$ cat src/pmcm_regs.vh
`ifndef PMCM_REGS_VH
`define PMCM_REGS_VH

// ****************************************
// Register byte offsets
// ****************************************
`define PMCM_PLL_CONTROL_OFF 8'h00
`define PMCM_CLOCK_DIV_OFF 8'h04
`define PMCM_REGULATOR_CONTROL_OFF 8'h08
`define PMCM_LOCK_COUNT_OFF 8'h0c
`define PMCM_STATUS_OFF 8'h10

// ****************************************
// Field positions
// ****************************************
`define PMCM_MULT_LSB 0
`define PMCM_MULT_MSB 4
`define PMCM_BYPASS_BIT 8
`define PMCM_PLL_OFF_BIT 9
`define PMCM_SLEEP_REQ_BIT 12
`define PMCM_DEEP_REQ_BIT 13
`define PMCM_SYS_SEL_LSB 0
`define PMCM_SYS_SEL_MSB 3
`define PMCM_CORE_SEL_LSB 4
`define PMCM_CORE_SEL_MSB 5
`define PMCM_VSEL_LSB 0
`define PMCM_VSEL_MSB 3
`define PMCM_REG_DISABLE_BIT 4
`define PMCM_REG_BYPASS_BIT 5
`define PMCM_LOCK_LSB 0
`define PMCM_LOCK_MSB 15

// ****************************************
// Reset values and regulator voltage step
// ****************************************
`define PMCM_MULT_RESET 5'h0a
`define PMCM_SYS_SEL_RESET 4'h5
`define PMCM_CORE_SEL_RESET 2'h0
`define PMCM_VSEL_RESET 4'h0
`define PMCM_LOCK_COUNT_RESET 16'h0200
`define PMCM_VSTEP_MV 12'h032
`define PMCM_VBASE_MV 12'h352

// ****************************************
// Operating modes
// ****************************************
`define PMCM_MODE_FULL 2'h0
`define PMCM_MODE_ACTIVE 2'h1
`define PMCM_MODE_SLEEP 2'h2
`define PMCM_MODE_DEEP 2'h3

`endif

$ cat src/pmcm_power_manager.v
// What this block does
// Power-up enters full mode, PLL unbypassed
// Bypass mode clocks core, system from reference
// New multiplier applies after lock count expires
// Bypass mode grants system DMA to L1
// Sleep gates core clock, keeps PLL, system
// Sleep wakes on interrupt, bypass bit picks mode
// Sleep refuses system DMA to L1
// Deep sleep stops both clocks, disables PLL
// Deep sleep exits on reset or RTC
// Regulator voltage in 50 mV steps, disable, bypass
// Multiplier 1 to 31, resets to 10
// System divider equals select value 1..15
// System divider changes without lock wait
// Core divider 1,2,4,8, changes dynamically
// Software keeps system clock under its maximum
// System select zero is ignored
// Sleep entry by request after transfers finish
`timescale 1ns/100ps
`include "pmcm_regs.vh"

module pmcm_power_manager #(
  parameter [15:0] LOCK_CYCLES = `PMCM_LOCK_COUNT_RESET,
  parameter [11:0] VBASE_MV = `PMCM_VBASE_MV
) (
  input wire clock,
  input wire rst,
  input wire [7:0] paddr,
  input wire psel,
  input wire penable,
  input wire pwrite,
  input wire [31:0] pwdata,
  output reg [31:0] prdata,
  output reg pready,
  output reg pslverr,
  input wire reference_clock_in,
  input wire irqAny,
  input wire rtcWake,
  input wire dmaReq,
  input wire dmaBusy,
  output wire core_clock,
  output wire systemClock,
  output reg pllEnable,
  output reg pllBypass,
  output reg [4:0] pllMultiplier,
  output reg pllLocked,
  output reg l1DmaGrant,
  output reg [1:0] modeOut,
  output reg [11:0] regulatorMv,
  output reg regulatorEnable,
  output reg regulatorBypass
);

  // ****************************************
  // Address decode
  // ****************************************
  localparam [2:0] SEL_NONE = 3'h0;
  localparam [2:0] SEL_CTRL = 3'h1;
  localparam [2:0] SEL_DIV = 3'h2;
  localparam [2:0] SEL_REG = 3'h3;
  localparam [2:0] SEL_LOCK = 3'h4;
  localparam [2:0] SEL_STAT = 3'h5;

  function [2:0] regSelect;
    input [7:0] addr;
    begin
      if (addr == `PMCM_PLL_CONTROL_OFF) begin
        regSelect = SEL_CTRL;
      end else if (addr == `PMCM_CLOCK_DIV_OFF) begin
        regSelect = SEL_DIV;
      end else if (addr == `PMCM_REGULATOR_CONTROL_OFF) begin
        regSelect = SEL_REG;
      end else if (addr == `PMCM_LOCK_COUNT_OFF) begin
        regSelect = SEL_LOCK;
      end else if (addr == `PMCM_STATUS_OFF) begin
        regSelect = SEL_STAT;
      end else begin
        regSelect = SEL_NONE;
      end
    end
  endfunction

  // ****************************************
  // Pin synchronisers
  // ****************************************
  // Bit 0 reference, bit 1 interrupt, bit 2 RTC wake
  wire [2:0] pinRaw;
  reg [2:0] syncA;
  reg [2:0] syncB;

  assign pinRaw = {rtcWake, irqAny, reference_clock_in};

  genvar gi;
  generate
    for (gi = 0; gi < 3; gi = gi + 1) begin : gSync
      always @(posedge clock) begin
        if (rst) begin
          syncA[gi] <= 1'b0;
          syncB[gi] <= 1'b0;
        end else begin
          syncA[gi] <= pinRaw[gi];
          syncB[gi] <= syncA[gi];
        end
      end
    end
  endgenerate

  wire refLevel = syncB[0];
  wire irqSeen = syncB[1];
  wire rtcSeen = syncB[2];

  // ****************************************
  // Software registers
  // ****************************************
  reg [4:0] pendingMult;
  reg bypassBit;
  reg pllOffBit;
  reg sleepReq;
  reg deepReq;
  reg [3:0] sysSel;
  reg [1:0] coreSel;
  reg [3:0] vsel;
  reg regDisable;
  reg regBypassBit;
  reg [15:0] lockReload;
  reg [15:0] lockCount;
  reg locking;
  reg [1:0] mode;
  reg [1:0] next_mode;

  wire [2:0] accSel = regSelect(paddr);
  wire wrStrobe = psel & penable & pwrite;
  wire [4:0] wrMult = pwdata[`PMCM_MULT_MSB:`PMCM_MULT_LSB];
  wire [3:0] wrSysSel = pwdata[`PMCM_SYS_SEL_MSB:`PMCM_SYS_SEL_LSB];
  wire enteringLow = (mode != next_mode) &&
                     (next_mode == `PMCM_MODE_SLEEP || next_mode == `PMCM_MODE_DEEP);
  wire leavingDeep = (mode == `PMCM_MODE_DEEP) && (next_mode != `PMCM_MODE_DEEP);

  always @(posedge clock) begin
    if (rst) begin
      pendingMult <= `PMCM_MULT_RESET;
      bypassBit <= 1'b0;
      pllOffBit <= 1'b0;
      sleepReq <= 1'b0;
      deepReq <= 1'b0;
      sysSel <= `PMCM_SYS_SEL_RESET;
      coreSel <= `PMCM_CORE_SEL_RESET;
      vsel <= `PMCM_VSEL_RESET;
      regDisable <= 1'b0;
      regBypassBit <= 1'b0;
      lockReload <= LOCK_CYCLES;
    end else begin
      // Requests drop once the mode is reached
      if (enteringLow) begin
        sleepReq <= 1'b0;
        deepReq <= 1'b0;
      end
      if (wrStrobe && accSel == SEL_CTRL) begin
        // Zero is outside the 1x..31x range and leaves the ratio alone
        if (wrMult != 5'h00) begin
          pendingMult <= wrMult;
        end
        bypassBit <= pwdata[`PMCM_BYPASS_BIT];
        pllOffBit <= pwdata[`PMCM_PLL_OFF_BIT];
        // A fresh write beats the clear of the same cycle
        sleepReq <= pwdata[`PMCM_SLEEP_REQ_BIT];
        deepReq <= pwdata[`PMCM_DEEP_REQ_BIT];
      end
      if (wrStrobe && accSel == SEL_DIV) begin
        if (wrSysSel != 4'h0) begin
          sysSel <= wrSysSel;
        end
        coreSel <= pwdata[`PMCM_CORE_SEL_MSB:`PMCM_CORE_SEL_LSB];
      end
      if (wrStrobe && accSel == SEL_REG) begin
        vsel <= pwdata[`PMCM_VSEL_MSB:`PMCM_VSEL_LSB];
        regDisable <= pwdata[`PMCM_REG_DISABLE_BIT];
        regBypassBit <= pwdata[`PMCM_REG_BYPASS_BIT];
      end
      if (wrStrobe && accSel == SEL_LOCK) begin
        lockReload <= pwdata[`PMCM_LOCK_MSB:`PMCM_LOCK_LSB];
      end
    end
  end

  // ****************************************
  // PLL lock sequencing
  // ****************************************
  // The running ratio stays until the lock count runs out
  wire multChange = wrStrobe && (accSel == SEL_CTRL) && (wrMult != 5'h00);
  wire pllRunning = (mode != `PMCM_MODE_DEEP) && !(mode == `PMCM_MODE_ACTIVE && pllOffBit);

  always @(posedge clock) begin
    if (rst) begin
      lockCount <= 16'h0000;
      locking <= 1'b0;
      pllMultiplier <= `PMCM_MULT_RESET;
      pllLocked <= 1'b1;
    end else if (multChange || leavingDeep) begin
      lockCount <= lockReload;
      locking <= 1'b1;
      pllLocked <= 1'b0;
    end else if (locking && pllRunning) begin
      // A reload of zero still costs one cycle
      if (lockCount <= 16'h0001) begin
        locking <= 1'b0;
        pllLocked <= 1'b1;
        pllMultiplier <= pendingMult;
      end else begin
        lockCount <= lockCount - 16'h0001;
      end
    end
  end

  // ****************************************
  // Mode sequencer
  // ****************************************
  always @* begin
    next_mode = mode;
    case (mode)
      `PMCM_MODE_FULL, `PMCM_MODE_ACTIVE: begin
        // Low-power entry waits for system transfers to drain
        if (deepReq && !dmaBusy) begin
          next_mode = `PMCM_MODE_DEEP;
        end else if (sleepReq && !dmaBusy) begin
          next_mode = `PMCM_MODE_SLEEP;
        end else if (bypassBit) begin
          next_mode = `PMCM_MODE_ACTIVE;
        end else begin
          next_mode = `PMCM_MODE_FULL;
        end
      end
      `PMCM_MODE_SLEEP: begin
        if (irqSeen) begin
          next_mode = bypassBit ? `PMCM_MODE_ACTIVE : `PMCM_MODE_FULL;
        end
      end
      `PMCM_MODE_DEEP: begin
        // Only the RTC or reset brings the part back
        if (rtcSeen) begin
          next_mode = `PMCM_MODE_FULL;
        end
      end
      default: begin
        next_mode = `PMCM_MODE_FULL;
      end
    endcase
  end

  always @(posedge clock) begin
    if (rst) begin
      mode <= `PMCM_MODE_FULL;
    end else begin
      mode <= next_mode;
    end
  end

  // ****************************************
  // Clock generation
  // ****************************************
  wire coreRun = (mode == `PMCM_MODE_FULL) || (mode == `PMCM_MODE_ACTIVE);
  wire sysRun = (mode != `PMCM_MODE_DEEP);
  wire useRef = (mode == `PMCM_MODE_ACTIVE) || (mode == `PMCM_MODE_SLEEP && bypassBit);
  wire [3:0] coreDiv = 4'h1 << coreSel;

  pmcm_clk_div #(
    .W(4)
  ) uCoreDiv (
    .clock(clock),
    .rst(rst),
    .divisor(coreDiv),
    .run(coreRun),
    .bypass(useRef),
    .refLevel(refLevel),
    .clkOut(core_clock)
  );

  pmcm_clk_div #(
    .W(4)
  ) uSysDiv (
    .clock(clock),
    .rst(rst),
    .divisor(sysSel),
    .run(sysRun),
    .bypass(useRef),
    .refLevel(refLevel),
    .clkOut(systemClock)
  );

  // ****************************************
  // Mode-driven outputs
  // ****************************************
  always @(posedge clock) begin
    if (rst) begin
      pllEnable <= 1'b1;
      pllBypass <= 1'b0;
      l1DmaGrant <= 1'b0;
      modeOut <= `PMCM_MODE_FULL;
      regulatorMv <= VBASE_MV;
      regulatorEnable <= 1'b1;
      regulatorBypass <= 1'b0;
    end else begin
      modeOut <= mode;
      case (mode)
        `PMCM_MODE_FULL: begin
          pllEnable <= 1'b1;
          pllBypass <= 1'b0;
        end
        `PMCM_MODE_ACTIVE: begin
          // Active lets software stop the PLL to save more power
          pllEnable <= ~pllOffBit;
          pllBypass <= 1'b1;
        end
        `PMCM_MODE_SLEEP: begin
          pllEnable <= 1'b1;
          pllBypass <= bypassBit;
        end
        default: begin
          pllEnable <= 1'b0;
          pllBypass <= 1'b1;
        end
      endcase
      // L1 is open to system DMA only while the core is clocked
      l1DmaGrant <= dmaReq && coreRun;
      regulatorMv <= VBASE_MV + {8'h00, vsel} * `PMCM_VSTEP_MV;
      regulatorEnable <= ~regDisable;
      regulatorBypass <= regBypassBit;
    end
  end

  // ****************************************
  // APB slave
  // ****************************************
  // Read data is built in the setup cycle so access completes at once
  always @(posedge clock) begin
    if (rst) begin
      prdata <= 32'h00000000;
      pready <= 1'b0;
      pslverr <= 1'b0;
    end else begin
      pready <= 1'b1;
      if (psel && !penable) begin
        pslverr <= (accSel == SEL_NONE);
        if (accSel == SEL_CTRL) begin
          prdata <= {18'h00000, deepReq, sleepReq, 2'h0, pllOffBit, bypassBit, 3'h0, pendingMult};
        end else if (accSel == SEL_DIV) begin
          prdata <= {26'h0000000, coreSel, sysSel};
        end else if (accSel == SEL_REG) begin
          prdata <= {26'h0000000, regBypassBit, regDisable, vsel};
        end else if (accSel == SEL_LOCK) begin
          prdata <= {16'h0000, lockReload};
        end else if (accSel == SEL_STAT) begin
          prdata <= {19'h00000, pllMultiplier, 3'h0, locking, 2'h0, mode};
        end else begin
          prdata <= 32'h00000000;
        end
      end
    end
  end

endmodule // pmcm_power_manager

$ cat src/pmcm_clk_div.v
`timescale 1ns/100ps

// ****************************************
// Gated clock divider
// ****************************************
module pmcm_clk_div #(
  parameter W = 4
) (
  input wire clock,
  input wire rst,
  input wire [W-1:0] divisor,
  input wire run,
  input wire bypass,
  input wire refLevel,
  output reg clkOut
);

  reg [W-1:0] count;
  reg [W-1:0] activeDiv;

  // New ratio is taken only at a phase boundary or while bypassed, so no runt pulse appears
  always @(posedge clock) begin
    if (rst) begin
      count <= {W{1'b0}};
      activeDiv <= {{(W-1){1'b0}}, 1'b1};
      clkOut <= 1'b0;
    end else if (bypass) begin
      count <= {W{1'b0}};
      if (divisor != {W{1'b0}}) begin
        activeDiv <= divisor;
      end
      // Stopping waits for the low phase of the reference
      clkOut <= run ? refLevel : (clkOut & refLevel);
    end else if (count == activeDiv - {{(W-1){1'b0}}, 1'b1}) begin
      count <= {W{1'b0}};
      if (divisor != {W{1'b0}}) begin
        activeDiv <= divisor;
      end
      // A stop lands on a normal falling edge, never mid-phase
      clkOut <= run ? ~clkOut : 1'b0;
    end else begin
      count <= count + {{(W-1){1'b0}}, 1'b1};
    end
  end

endmodule // pmcm_clk_div

$ cat config.mk
export PLATFORM = sky130hd
export DESIGN_NAME = pmcm_power_manager
export DESIGN_NICKNAME = d
export VERILOG_FILES = /design/src/pmcm_power_manager.v /design/src/pmcm_clk_div.v
export VERILOG_INCLUDE_DIRS = /design/src
export SDC_FILE = /design/constraint.sdc
export NUM_CORES = 1
export LEC_CHECK = 0
export ABC_AREA = 1
export BUFFER_PORTS_ARGS = -buffer_cell sky130_fd_sc_hd__buf_4
export CAP_MARGIN = 20
export CELL_PAD_IN_SITES_DETAIL_PLACEMENT = 1
export CELL_PAD_IN_SITES_GLOBAL_PLACEMENT = 1
export CORE_MARGIN = 2
export CORE_UTILIZATION = 40
export DETAILED_ROUTE_END_ITERATION = 16
export GPL_TIMING_DRIVEN = 0
export MAX_ROUTING_LAYER = met4
export PLACE_DENSITY_LB_ADDON = 0.1
export SYNTH_ARGS = -nofsm -noshare
export SYNTH_HDL_FRONTEND = slang
export SYNTH_SLANG_ARGS = --single-unit
$ cat constraint.sdc
create_clock -name clock -period 3.9 [get_ports clock]
set_input_delay 0.39 -clock clock [delete_from_list [all_inputs] [get_ports clock]]
set_output_delay 0.39 -clock clock [all_outputs]
set_load 0.02 [all_outputs]
# After elaboration in Yosys (flattened, before gate mapping)
# Cells that the tools add are included.
[word_totals]
regBits = 139
in_bits = 50
output_inout_bits = 61
[op_classes]
n_addsub = 6
multipliers = 1
order_cmp = 1
n_eq_ne = 20
n_shift = 1
mux = 45
bitwise_logic = 9
n_reduce_logical = 43
[op_table]
columns = ["op", "count"]
rows = [
  ["16-bit two-way mux", 7],
  ["4-bit two-way mux", 6],
  ["1-bit two-way mux", 19],
  ["8-bit by 4-bit == test with 1-bit output (second input constant)", 2],
  ["16-bit by 1-bit less-or-equal comparator with 1-bit output (second input constant)", 1],
  ["16-bit by 1-bit subtractor with 16-bit output (second input constant)", 1],
  ["1-bit logical AND", 15],
  ["3-bit two-way mux", 5],
  ["13-bit two-way mux", 1],
  ["4-bit nonzero test", 3],
  ["10-bit by 10-bit adder with 11-bit output (first input constant)", 1],
  ["2-bit nonzero test", 5],
  ["4-bit by 5-bit multiplier with 9-bit output (second input constant)", 1],
  ["4-bit by 1-bit adder with 4-bit output (second input constant)", 2],
  ["2-bit == test (second input constant)", 4],
  ["4-bit == test", 2],
  ["8-bit by 3-bit == test with 1-bit output (second input constant)", 1],
  ["8-bit by 5-bit == test with 1-bit output (second input constant)", 1],
  ["8-bit zero test", 1],
  ["2-bit two-way mux", 4],
  ["2-bit AND reduction", 4],
  ["4-bit by 1-bit subtractor with 4-bit output (second input constant)", 2],
  ["3-bit by 2-bit == test with 1-bit output (second input constant)", 2],
  ["3-bit == test (second input constant)", 2],
  ["17 further kinds", 34],
]

# Depth between registers and ports, before layout
[logic_depth]
ltp_word = 12
depth_mapped = 13
ltp_nobuf = 11

# Hierarchy
# From an unflattened synthesis, not the netlist that was laid out.
[hier_totals]
hier_cells = 894
hier_area_um2 = 6190.9
[modules_own_cells]
columns = ["mod", "n_inst", "cells_per_inst", "area_per_inst_um2", "seq_area_each_um2"]
rows = [
  ["pmcm_power_manager", 1, 726, 5134.9, 2062.0],
  ["pmcm_clk_div", 2, 84, 528.0, 180.2],
]

# Worst setup path after synthesis
# No wires, ideal clock.
[synth_path]
path_kind = "reg2reg"
start = "register vsel[0]"
end = "register regulatorMv[8]"
arrival_ns = 1.793
required_ns = 3.772
setup_slack_ns = 1.979
stages_incl_launch_ff = 9
n_path_buf = 0
path_cell_list = "dfxtp_1 > ha_1 > ha_1 > inv_1 > fa_1 > xnor2_1 > nand2_1 > a21oi_1 > o21ai_0"
[synth_via]
elab_chain_cells = 2
[synth_rtl]
columns = ["element", "line", "rtl"]
rows = [
  ["from (decl)", "pmcm_power_manager.v:122", "reg [3:0] vsel;"],
  ["from (signal assigned)", "pmcm_power_manager.v:148", "vsel <= `PMCM_VSEL_RESET;"],
  ["from (signal assigned)", "pmcm_power_manager.v:176", "vsel <= pwdata[`PMCM_VSEL_MSB:`PMCM_VSEL_LSB];"],
  ["4-bit by 5-bit multiplier with 9-bit output (no line)", "--", ""],
  ["10-bit by 10-bit adder with 11-bit output (no line)", "--", ""],
  ["to (signal assigned)", "pmcm_power_manager.v:325", "regulatorMv <= VBASE_MV + {8'h00, vsel} * `PMCM_VSTEP_MV;"],
  ["to (decl)", "pmcm_power_manager.v:49", "output reg [11:0] regulatorMv,"],
]
# Every way passes these cells.
# A chain may end at the register's enable or synchronous reset.

# Worst setup path after layout
# Same ends and word-level chain as after synthesis.

==> flow_metrics.py <==
metrics = {
    "status": {
        "status": "completed",
    },
    "sta": {
        "finalClockSkew_ps": 5.23,
        "fin_tns_setup_ps": 0,
        "tightest_slew_ps": 762,
        "max_slew_margin_pct": 49.2,
        "final-setup-viol-count": 0,
        "final_max_slew_viol_count": 0,
        "rsz0062_at_grt": "false",
        "min_period_ps": 2270,
        "fmax_ghz": 0.441,
        "post-route-period-util_pct": 58.1,
        "finalHoldViolations": 0,
    },
    "global_route": {
        "grt_antenna_before_repair": 0,
        "grt_pass1_wl_um": 31000,
        "grt_max_degree": 17,
        "grt_use_total_pct": 25.5,
        "overflow": 0,
        "grt_pass1_vias": 5903,
    },
    "logic_synthesis": {
        "synthAdderAreaFrac_pct": 3.42,
        "muxShareOfSynthArea_pct": 0,
        "yosysMostFrequentCell": "nand2_1",
        "synth_ff_type": "dfxtp_1",
        "ys_types": 44,
        "netlist_top_cells_area": "dfxtp_1 40%, nand2_1 11%, nor2_1 8.8%, inv_1 6.4%, a21oi_1 4.5%",
        "syn_avg_cell_area_um2": 7.03,
        "netlist_instances": 864,
        "synth_top_area_share_pct": 39.9,
        "synth_area_um2": 6070,
        "synth-seq-cells": 121,
        "async_flop_share_pct": 0,
        "yosysSeqAreaShare_pct": 39.9,
        "yosys.area_share.simple_pct": 29.3,
        "synth_xor_area_share_pct": 3.17,
        "yosysWarnings": 0,
        "synth_compound_area_share_pct": 12.9,
        "synth_top_family_by_area": "simple AND/OR/NAND/NOR gates",
        "synth-edff-count": 0,
        "yosysTopAreaCell": "dfxtp_1",
        "synth_common_cells": "175 x nand2_1, 142 x nor2_1, 121 x dfxtp_1",
    },
    "clocking": {
        "cts_hold_buf": 0,
        "h-tree-depth": 4,
        "cts_root_buffer": "clkbuf_16",
        "cts_num_sinks": 121,
        "clkTransAtPathRegs_ps": 60,
        "cts_buffers": 17,
        "cts_buffer_depth": 2,
        "cts_tree": "done",
        "post_cts_resized": 0,
        "clk_latency_ps": 420,
        "post_cts.repair.setup_buffers": 0,
    },
    "layout": {
        "multi_input_area_um2": 3030,
        "area_growth_pct": 24.7,
        "nNetsFinal": 1042,
        "drive_gt1_share_pct": 16.9,
        "n_fill_cell": 1936,
        "diodes": 0,
        "seq_area_um2": 2420,
    },
    "critical_path": {
        "cp-start-kind": "flop",
        "arrival_ps": 2570,
        "end_kind": "flop",
        "path_max_fanout": 7,
        "reg2reg_depth": 8,
        "crit_required_ps": 4200,
        "path_class": "flop to flop",
    },
    "routing": {
        "route.detailed.drc": 0,
        "wl_um": 19300,
        "drt_pass1_iterations": 5,
        "ant_nets": 0,
        "vias": 5973,
        "wire_per_inst_um": 16.4,
        "drt_iter0_drc": 314,
        "vias_per_cell": 5.07,
    },
    "power_and_ir_drop": {
        "power.density_nw_per_um2": 460,
        "finalPower_mw": 3.49,
        "leakage_nw": 3.61,
        "peakVddDrop_mv": 0.338,
    },
    "floorplan": {
        "start_util_pct": 40.4,
        "die_y_um": 127,
        "io_pins": 111,
        "core.rowCount": 45,
        "die-area_um2": 16200,
        "dieWidth_um": 127,
        "core_um2": 15000,
    },
    "placement": {
        "portBuffers": 76,
        "dp_hpwl_um": 14400,
        "gp_congestion": 0.856,
    },
    "min_path": {
        "hold_path_depth": 3,
        "hold_class": "input pin to flop",
    },
    "flow_run": {
        "drv_cap": 0,
    },
}
## critical path, stage by stage (launching register included)
cell and delay, ps:
dfxtp_1 380, ha_1 350, ha_1 180, inv_1 60
fa_1 420, xnor2_1 360, nand2_1 150, a21oi_1 150
o21ai_0 90
## path summary, 6_finish.rpt
check	start	to	slack [ps]
worst max register to register	vsel[0]	regulatorMv[8]	1630
worst min register to register	syncA[0]	refLevel	410
worst min-delay path	irqAny	syncA[1]	170
worst max-delay path	vsel[0]	regulatorMv[8]	1630
## cells in the final DEF (no fill, tap or decap), drive strengths merged, types with 2 or more instances in the layout
cell    count
a21oi      55
a31oi       5
buf       110
bufinv      4
clkbuf     35
clkinv      3
conb       18
dfxtp     121
ha         15
inv       107
nand2     179
nand3      52
nand4      16
nor2      155
nor3        6
o211ai     12
o21ai      60
o21bai      2
o22ai       3
o31ai       2
or2         2
xnor2       9
xor2       13
## final cells by class
| type | count | share of cell area, % |
|---|---|---|
| Clock buffer | 25 | 6.54 |
| Inverter | 108 | 5.38 |
| Sequential cell | 121 | 32.0 |
| Multi-Input combinational cell | 608 | 40.0 |
| Clock inverter | 7 | 1.82 |
| Timing Repair Buffer | 76 | 7.53 |
| Tap cell | 188 | 3.10 |
| Buffer | 44 | 3.67 |
## sequential cells by signal, summed over array words and instances (netlist names), 3 cells and up
name,cells
uCoreDiv.activeDiv,4
pllMultiplier,5
lockCount,16
regulatorMv,10
prdata,16
syncA,3
lockReload,16
uCoreDiv.count,4
sysSel,4
pendingMult,5
vsel,4
uSysDiv.count,4
uSysDiv.activeDiv,4
## cells by family after synthesis
family / after synthesis
other: 1
and+or+nand+nor: 412
adders and majority gates: 16
DFF: 121
buffers and inverters: 152
xor gates and xnor gates: 22
AOI/OAI and AO/OA: 140
## per-stage QoR
stage	setup slack (ps)	hold slack, ps	instance area, um^2	util, %	std cells
final	1630	175	7580	50.4	1177
after global routing	1460	192	7580	50.4	1177
after CTS	1660	168	7580	50.4	1177
after detailed placement	1570	400	6940	46.2	1145
after global placement	1590	390	6940	46.2	1145
after floorplan	1980	377	6140	-	881
## power breakdown
part           total [mW]  internal [mW]  switching (mW)
Sequential           1.33           1.28          0.0419
Combinational       0.452          0.167           0.286
Clock                1.71           1.14           0.573
Total                3.49           2.59           0.900
## layer usage
layer,share of wire (%),GRT usage (%),up-vias
li1,-,-,2954
met1,45,31.8,2849
met2,49,42.4,149
met3,4.8,5.40,21
met4,1.3,6.59,0
met5,0,-,-
(Power assumes the default switching activity.)
